===== src/include/dram_mode_pkg.sv =====
// Constants for the mode and extended-mode register set logic.
// Assumes a single 100 MHz clock domain and synchronous command pins.
package dram_mode_pkg;

    // ------------------------------------------------------------
    // Clock and timing
    // ------------------------------------------------------------
    localparam int CLK_PERIOD_NS       = 10;
    localparam int MODE_LOAD_CYCLES    = 6;
    localparam int DLL_RESET_CYCLES    = 10;
    localparam int DLL_LOCK_CYCLES     = 20000;
    localparam int LP_SHORT_EXIT_TCK   = 300;
    localparam int LP_LONG_EXIT_TCK    = 20000;
    localparam int LP_LONG_US          = 20;
    localparam int LP_LONG_CYCLES      = LP_LONG_US * 1000 / CLK_PERIOD_NS;

    // ------------------------------------------------------------
    // Mode register field positions
    // ------------------------------------------------------------
    localparam int MR_BURST_LSB  = 0;
    localparam int MR_READ_LSB   = 4;
    localparam int MR_TEST_BIT   = 7;
    localparam int MR_DLLRST_BIT = 8;
    localparam int MR_WRITE_LSB  = 9;

    // ------------------------------------------------------------
    // Extended mode register field positions
    // ------------------------------------------------------------
    localparam int EMR_DRIVE_LSB  = 0;
    localparam int EMR_TERM_LSB   = 2;
    localparam int EMR_ADDED_LSB  = 4;
    localparam int EMR_DLLOFF_BIT = 6;
    localparam int EMR_IMP_LSB    = 8;
    localparam int EMR_VENDOR_BIT = 10;
    localparam int EMR_LOWPWR_BIT = 11;

    // ------------------------------------------------------------
    // Latency ranges and codes
    // ------------------------------------------------------------
    localparam logic [3:0] READ_DELAY_MIN  = 4'h5;
    localparam logic [3:0] READ_DELAY_MAX  = 4'h9;
    localparam logic [3:0] WRITE_DELAY_MIN = 4'h1;
    localparam logic [3:0] WRITE_DELAY_MAX = 4'h6;
    localparam logic [3:0] RX_ALWAYS_ON_MAX = 4'h3;
    localparam logic [3:0] READ_DELAY_RST  = 4'h5;
    localparam logic [3:0] WRITE_DELAY_RST = 4'h1;

    // Termination codes: off, 60 ohm, 120 ohm
    localparam logic [1:0] TERM_OFF   = 2'h0;
    localparam logic [1:0] TERM_60    = 2'h1;
    localparam logic [1:0] TERM_120   = 2'h2;
    // Impedance code for 40 ohm autocalibration
    localparam logic [1:0] IMP_AUTOCAL = 2'h0;

    // Identity values, arbitrary
    localparam logic [3:0] MAKER_CODE = 4'hc;
    localparam logic [3:0] REV_CODE   = 4'h2;

    // Power states
    typedef enum logic [4:0]
    {
        PWR_ACTIVE = 5'h01,
        PWR_PDN    = 5'h02,
        PWR_LP1    = 5'h04,
        PWR_SREF   = 5'h08,
        PWR_LP2    = 5'h10
    } pwr_state_t;

endpackage


===== src/rtl/dram_mode_register_set.sv =====
// Mode and extended-mode register set logic of a graphics DRAM.
// Assumes the command bus is sampled on mclk and the controller keeps
// its own timing obligations.
//
// Operation
// - Read delay setting accepted from 5 to 7 clocks (3-bit field); data at n+m.
// - Write delay setting accepted from 1 to 6 clocks; data at n+m.
// - Write delay 1..3 keeps data receivers permanently on.
// - A7 high enters test mode, low normal; other bits carry fields.
// - A8 high starts a DLL reset; low leaves the DLL alone.
// - DLL reset bit 8 self-clears when the reset completes.
// - Extended load: all strobes low, BA0 high, BA1 low; store A0-A6 and A8-A11.
// - Extended load completes in six clocks.
// - A1,A0 select one of four output driver strengths.
// - Self refresh exit re-enables the DLL automatically.
// - Termination select gives 60 ohm, 120 ohm or off.
// - Impedance autocal selects calibrated 40 ohm; others nominal.
// - Added read delay adds to read delay for total read latency.
// - A10 high drives maker code on DQ[3:0], revision on DQ[7:4].
// - A11 high routes power-down and self refresh to low-power states.
// - Mode load: all strobes low, both bank bits low; six clocks.
// - Mode fields: burst A0-A2, read A4-A6, A7, A8, write A9-A11.

`timescale 1ns/100ps
`default_nettype none

module dram_mode_register_set
    import dram_mode_pkg::*;
(
    // Clock and reset
    input  wire logic        mclk,
    input  wire logic        rst,
    // Command and address bus
    input  wire logic        chipSelect_n,
    input  wire logic        rowStrobe_n,
    input  wire logic        colStrobe_n,
    input  wire logic        writeEnable_n,
    input  wire logic        clockEnable,
    input  wire logic [1:0]  bankAddr,
    input  wire logic [11:0] addr,
    // Power events from command decode
    input  wire logic        prechargePowerDown,
    input  wire logic        powerDownExit,
    input  wire logic        selfRefreshEntry,
    input  wire logic        selfRefreshExit,
    // Mode fields
    output logic [2:0]       burstCode,
    output logic [3:0]       read_delay_setting,
    output logic [3:0]       write_delay_setting,
    output logic             testMode,
    output logic             dllResetBit,
    output logic             modeBusy,
    output logic             latencyLegal,
    // Extended fields
    output logic [1:0]       driveStrength,
    output logic [1:0]       data_term_select,
    output logic [1:0]       driver_impedance_select,
    output logic [1:0]       added_read_delay,
    output logic             vendorIdEnable,
    output logic             lowPowerEnable,
    output logic             extBusy,
    // Derived controls
    output logic [4:0]       totalReadDelay,
    output logic             rxAlwaysOn,
    output logic             termEnable,
    output logic             term120,
    output logic             impedanceAutoCal,
    output logic             dllEnabled,
    output logic             low_power_state_one,
    output logic             low_power_state_two,
    output logic             longLowPower,
    // Identification onto the data pins
    output logic [7:0]       idData,
    output logic             idDataOe
);

    // ------------------------------------------------------------
    // Command decode
    // ------------------------------------------------------------
    logic       loadCmd;
    logic       mode_load_cmd;
    logic       ext_mode_load_cmd;
    logic [3:0] next_read;
    logic [3:0] next_write;

    assign loadCmd = !chipSelect_n && !rowStrobe_n && !colStrobe_n
                     && !writeEnable_n;
    assign mode_load_cmd     = loadCmd && bankAddr == 2'h0;
    assign ext_mode_load_cmd = loadCmd && bankAddr == 2'h1;

    // Latency codes are taken as the clock count itself
    assign next_read  = {1'b0, addr[MR_READ_LSB +: 3]};
    assign next_write = {1'b0, addr[MR_WRITE_LSB +: 3]};

    function automatic logic inRange(input logic [3:0] v,
                                     input logic [3:0] lo,
                                     input logic [3:0] hi);
        inRange = v >= lo && v <= hi;
    endfunction

    // ------------------------------------------------------------
    // Mode register
    // ------------------------------------------------------------
    always_ff @(posedge mclk)
    begin
        if (rst)
        begin
            burstCode           <= 3'h2;
            read_delay_setting  <= READ_DELAY_RST;
            write_delay_setting <= WRITE_DELAY_RST;
            testMode            <= 1'b0;
            latencyLegal        <= 1'b1;
        end
        else if (mode_load_cmd)
        begin
            burstCode           <= addr[MR_BURST_LSB +: 3];
            read_delay_setting  <= next_read;
            write_delay_setting <= next_write;
            testMode            <= addr[MR_TEST_BIT];
            // Reserved codes are stored but flagged
            latencyLegal <= inRange(next_read, READ_DELAY_MIN,
                                    READ_DELAY_MAX)
                            && inRange(next_write, WRITE_DELAY_MIN,
                                       WRITE_DELAY_MAX);
        end
    end

    // ------------------------------------------------------------
    // DLL reset with self-clearing bit
    // ------------------------------------------------------------
    logic [3:0] dllCount;

    always_ff @(posedge mclk)
    begin
        if (rst)
        begin
            dllResetBit <= 1'b0;
            dllCount    <= 4'h0;
        end
        else if (mode_load_cmd && addr[MR_DLLRST_BIT])
        begin
            dllResetBit <= 1'b1;
            dllCount    <= 4'(DLL_RESET_CYCLES - 1);
        end
        else if (dllResetBit)
        begin
            if (dllCount == 4'h0)
                dllResetBit <= 1'b0;
            else
                dllCount <= dllCount - 4'h1;
        end
    end

    // ------------------------------------------------------------
    // Load completion timers
    // ------------------------------------------------------------
    logic [2:0] modeCount;
    logic [2:0] extCount;

    always_ff @(posedge mclk)
    begin
        if (rst)
        begin
            modeCount <= 3'h0;
            modeBusy  <= 1'b0;
        end
        else if (mode_load_cmd)
        begin
            modeCount <= 3'(MODE_LOAD_CYCLES - 1);
            modeBusy  <= 1'b1;
        end
        else if (modeCount != 3'h0)
            modeCount <= modeCount - 3'h1;
        else
            modeBusy <= 1'b0;
    end

    always_ff @(posedge mclk)
    begin
        if (rst)
        begin
            extCount <= 3'h0;
            extBusy  <= 1'b0;
        end
        else if (ext_mode_load_cmd)
        begin
            extCount <= 3'(MODE_LOAD_CYCLES - 1);
            extBusy  <= 1'b1;
        end
        else if (extCount != 3'h0)
            extCount <= extCount - 3'h1;
        else
            extBusy <= 1'b0;
    end

    // ------------------------------------------------------------
    // Extended mode register
    // ------------------------------------------------------------
    logic dllOffReq;

    always_ff @(posedge mclk)
    begin
        if (rst)
        begin
            driveStrength           <= 2'h0;
            data_term_select        <= TERM_OFF;
            added_read_delay        <= 2'h0;
            dllOffReq               <= 1'b0;
            driver_impedance_select <= IMP_AUTOCAL;
            vendorIdEnable          <= 1'b0;
            lowPowerEnable          <= 1'b0;
        end
        else if (ext_mode_load_cmd)
        begin
            driveStrength    <= addr[EMR_DRIVE_LSB +: 2];
            data_term_select <= addr[EMR_TERM_LSB +: 2];
            added_read_delay <= addr[EMR_ADDED_LSB +: 2];
            dllOffReq        <= addr[EMR_DLLOFF_BIT];
            driver_impedance_select <= addr[EMR_IMP_LSB +: 2];
            vendorIdEnable   <= addr[EMR_VENDOR_BIT];
            lowPowerEnable   <= addr[EMR_LOWPWR_BIT];
        end
        else if (selfRefreshExit)
            dllOffReq <= 1'b0;
    end

    // ------------------------------------------------------------
    // Derived controls
    // ------------------------------------------------------------
    always_ff @(posedge mclk)
    begin
        if (rst)
        begin
            totalReadDelay   <= 5'h0;
            rxAlwaysOn       <= 1'b0;
            termEnable       <= 1'b0;
            term120          <= 1'b0;
            impedanceAutoCal <= 1'b0;
            idData           <= 8'h00;
            idDataOe         <= 1'b0;
        end
        else
        begin
            totalReadDelay <= {1'b0, read_delay_setting}
                              + {3'h0, added_read_delay};
            rxAlwaysOn <= write_delay_setting <= RX_ALWAYS_ON_MAX;
            termEnable <= data_term_select == TERM_60
                          || data_term_select == TERM_120;
            term120    <= data_term_select == TERM_120;
            impedanceAutoCal <= driver_impedance_select
                                == IMP_AUTOCAL;
            idData   <= {REV_CODE, MAKER_CODE};
            idDataOe <= vendorIdEnable;
        end
    end

    // ------------------------------------------------------------
    // Power state and DLL enable
    // ------------------------------------------------------------
    pwr_state_t pwrState;
    pwr_state_t next_pwrState;
    logic [11:0] lowPowerTime;

    always_comb
    begin
        next_pwrState = pwrState;
        unique case (pwrState)
            PWR_ACTIVE:
                if (prechargePowerDown)
                    next_pwrState = lowPowerEnable ? PWR_LP1 : PWR_PDN;
                else if (selfRefreshEntry)
                    next_pwrState = lowPowerEnable ? PWR_LP2 : PWR_SREF;
            PWR_PDN, PWR_LP1:
                if (powerDownExit)
                    next_pwrState = PWR_ACTIVE;
            PWR_SREF, PWR_LP2:
                if (selfRefreshExit)
                    next_pwrState = PWR_ACTIVE;
            default:
                next_pwrState = PWR_ACTIVE;
        endcase
    end

    always_ff @(posedge mclk)
    begin
        if (rst)
            pwrState <= PWR_ACTIVE;
        else
            pwrState <= next_pwrState;
    end

    // Duration in low-power state picks the exit wait the controller needs
    always_ff @(posedge mclk)
    begin
        if (rst)
        begin
            lowPowerTime <= 12'h000;
            longLowPower <= 1'b0;
        end
        else if (pwrState == PWR_ACTIVE && next_pwrState != PWR_ACTIVE)
        begin
            lowPowerTime <= 12'h000;
            longLowPower <= 1'b0;
        end
        else if (pwrState != PWR_ACTIVE)
        begin
            if (lowPowerTime == 12'(LP_LONG_CYCLES - 1))
                longLowPower <= 1'b1;
            else
                lowPowerTime <= lowPowerTime + 12'h001;
        end
    end

    always_ff @(posedge mclk)
    begin
        if (rst)
        begin
            dllEnabled          <= 1'b0;
            low_power_state_one <= 1'b0;
            low_power_state_two <= 1'b0;
        end
        else
        begin
            dllEnabled <= !dllOffReq && next_pwrState != PWR_LP1;
            low_power_state_one <= next_pwrState == PWR_LP1;
            low_power_state_two <= next_pwrState == PWR_LP2;
        end
    end

endmodule

`default_nettype wire


===== config.mk =====
export PLATFORM = sky130hd
export DESIGN_NAME = dram_mode_register_set
export DESIGN_NICKNAME = d
export VERILOG_FILES = /design/src/include/dram_mode_pkg.sv /design/src/rtl/dram_mode_register_set.sv
export SDC_FILE = /design/constraint.sdc
export NUM_CORES = 1
export LEC_CHECK = 0
export BUFFER_PORTS_ARGS = -buffer_cell sky130_fd_sc_hd__buf_2
export CORE_MARGIN = 4
export CORE_UTILIZATION = 35
export DETAILED_ROUTE_END_ITERATION = 12
export PLACE_DENSITY = 0.57
export SYNTH_ARGS = -nofsm -noshare
export SYNTH_HDL_FRONTEND = slang
export SYNTH_SLANG_ARGS = --single-unit

===== constraint.sdc =====
create_clock -name mclk -period 2.7 [get_ports mclk]
set_clock_uncertainty 0.15 [all_clocks]
set_input_delay 0.405 -clock mclk [delete_from_list [all_inputs] [get_ports mclk]]
set_output_delay 0.405 -clock mclk [all_outputs]
set_load 0.01 [all_outputs]

==> results.cfg <==
[status]
status = complete, no violations

[global_routing]
grt_max_degree = 44
top_usage_layer = met2
use_met1_pct = 17.45
grt_pass1_wl_mm = 10.88
grt_pass1_vias = 2345
track_usage_pct = 13.58
antenna_found_initial = 0
gr-total-overflow = 0
use_met2_pct = 21.18
use_met3_pct = 4.105

[timing]
tightest_slew_ps = 646.0
min_period_over_period_pct = 76.30
max_freq_mhz = 485.4
rsz0062_at_grt = no
fin_crit_ps = 2060
setup_viol = 0
relSlewSlack_pct = 56.32
hold_viol = 0
slew_viol_final = 0
timing.setup.tns_ps = 0

[drt]
ant_nets = 0
vias = 2385
vias_per_cell = 4.887
drt_wl_total_mm = 6.426
route.detailed.drc = 0
wl_per_cell_um = 13.17
drt-initial-drc-count = 95
dr.pass1.iters = 4

[clocking]
clkTransAtPathRegs_ps = 70
post_cts_buffers = 0
cts_hold_buf = 0
cts_made_buffers = 9
cts_resized = 0
cts_sinks = 66
htreeDepth = 3
clock_latency_ps = 330
cts_root_buffer = clkbuf_8
cts_buffer_depth = 2
cts_tree = built

[min_path]
hold_path.class = input port to flip-flop
hold_path.startpoint = addr[1]

[critical_path]
cp-end-kind = flip-flop
crit_start = pwrState[4]$_SDFF_PP0_
r2r-start = pwrState[4]$_SDFF_PP0_
critPathBufInv = 0
cpMaxStageDelayCell = or4b_1
crit_path_start_kind = flip-flop
cp.arrival_ps = 2190
max_stage_delay_ps = 760
critPathKind = flip-flop to flip-flop
cp_top_family = simple AND/OR/NAND/NOR gates
path_cells = or4b_1 > nand2b_4 > nor4b_4 > a32o_2
crit_fanout = 10
cp.required_ps = 2830

[placement]
gp_congestion = 0.7339
hpwl_mm = 4.563
numPortBuffers = 63

[die]
die_area_mm2 = 0.009783
rows = 32
die_y_um = 98.91
design.core.area_mm2 = 0.007888
die_w_um = 98.91
io_pins = 73
start_util_pct = 36.68

[pwr]
p_per_area_mw_per_mm2 = 653.7
p_leak_nw = 1.471
power_mw = 2.241
irDropWorstVdd_mv = 0.2497
power_frac_seq_pct = 47.6
p_int_mw = 1.656
combinationalPowerShare_pct = 15.1
p_clk_share_pct = 37.3
p_sw_share_pct = 26.12
p_sw_mw = 0.5854

[synth]
yosys_register_bits = 66
synth_cells = 324
yosys_most_used_dff = dfxtp_1
yosysWarnings = 0
ys_types = 52
syn_avg_cell_area_um2 = 8.928
synth_edf_count = 0
async_flop_share_pct = 0
seq_area_frac_synth_pct = 45.67
syn_area_mm2 = 0.002893

[final_layout]
n_antenna_cell = 0
drive_gt1_share_pct = 23.58
final_nets = 416
nFillCells = 784
area_growth_pct = 18.51

[run]
cap_violations = 0
final cells by class:
type	count	area, um^2	share of cell area, %
clock buffers	14	162.7	4.745
clock inverters	2	35.03	1.022
inverters	13	48.80	1.423
multi-input cells	223	1380	40.26
flip-flops and latches	66	1321	38.54
well taps	102	127.6	3.723
repair buffers	68	352.8	10.29
cell usage in the layout, fill, tap and decap left out, types with 4 or more instances in the layout:
cell      count
ha_1          9
buf_4         5
nand3_1       7
xor2_1        8
clkbuf_8     11
and3_1        7
conb_1        8
a21oi_1      36
nor3_1        8
inv_1        13
nor2_1       15
dfxtp_1      66
nor2b_1       4
or3_1         5
o211ai_1      5
nand2_1      49
o21ai_0      10
xnor2_1       5
buf_2        63
stage by stage:
step	cell area [um^2]	instances	worst slack, ps	hold slack (ps)	utilization [%]
2_1_floorplan	2919	331	725.3	251.2	-
3_3_place_gp	3231	472	487.4	275.1	40.96
3_5_place_dp	3231	472	459.6	284.8	40.96
4_1_cts	3428	488	629.9	145.1	43.46
5_1_grt	3428	488	506.9	160.9	43.46
6_report	3428	488	639.8	159.5	43.46
Yosys cell counts, types with 6 or more instances:
cell type,n,area [um^2]
a21oi_1,36,180.2
and3_1,7,43.79
buf_2,6,30.03
buf_4,12,90.09
dfxtp_1,66,1321
ha_1,9,112.6
inv_1,13,48.80
nand2_1,49,183.9
nand3_1,7,35.03
nor2_1,15,56.30
nor3_1,8,40.04
o21ai_0,10,50.05
xor2_1,8,70.07
registers in the layout, summed over array words and instances (netlist names), 2 cells and up:
signal	count
added_read_delay	2
burstCode	3
data_term_select	2
dllCount	4
driveStrength	2
driver_impedance_select	2
extCount	3
lowPowerTime	12
modeCount	3
pwrState	5
read_delay_setting	3
totalReadDelay	4
write_delay_setting	3
layer usage:
metal  up-vias  part of all wire, %
met5         -                    0
li1       1222                    -
met4         0                  1.6
met3         9                  6.6
met1      1090                   47
met2        64                   45
kinds of logic (layout without fill, tap and decap cells):
logic type      count (synthesis)  count (layout)  share of synthesized area (%)
mux                             2               2                         0.6921
xor+xnor                       13              13                          3.936
buf+inv                        42              97                          7.526
compound gates                 72              72                          15.79
other cells                     1               8                         0.1296
fa+ha+maj                      10              10                          4.585
flops                          66              66                          45.67
simple gates                  118             118                          21.67
tightest hold or removal path, cell delays in order:
cell	delay, ps
buf_2	90
nand2_1	50
nand3_1	70
power by group through the flow:
stage               registers [mW]  logic [mW]  clock network [mW]
detailed placement            1.09       0.343                   0
global placement              1.09       0.334                   0
global route                  1.08       0.398               0.905
CTS                           1.07       0.345               0.858
finish                        1.07       0.339               0.835
floorplan                     1.08       0.274                   0
final timing paths:
kind | slack [ps] | endpoint | cells past startpoint
max | 640 | low_power_state_two$_SDFF_PP0_ | 4
min | 160 | burstCode[1]$_SDFFE_PP1P_ | 3
max reg2reg | 640 | low_power_state_two$_SDFF_PP0_ | 4
min reg2reg | 290 | dllEnabled$_SDFF_PP0_ | 1
Power figures use the tool's default switching activity.
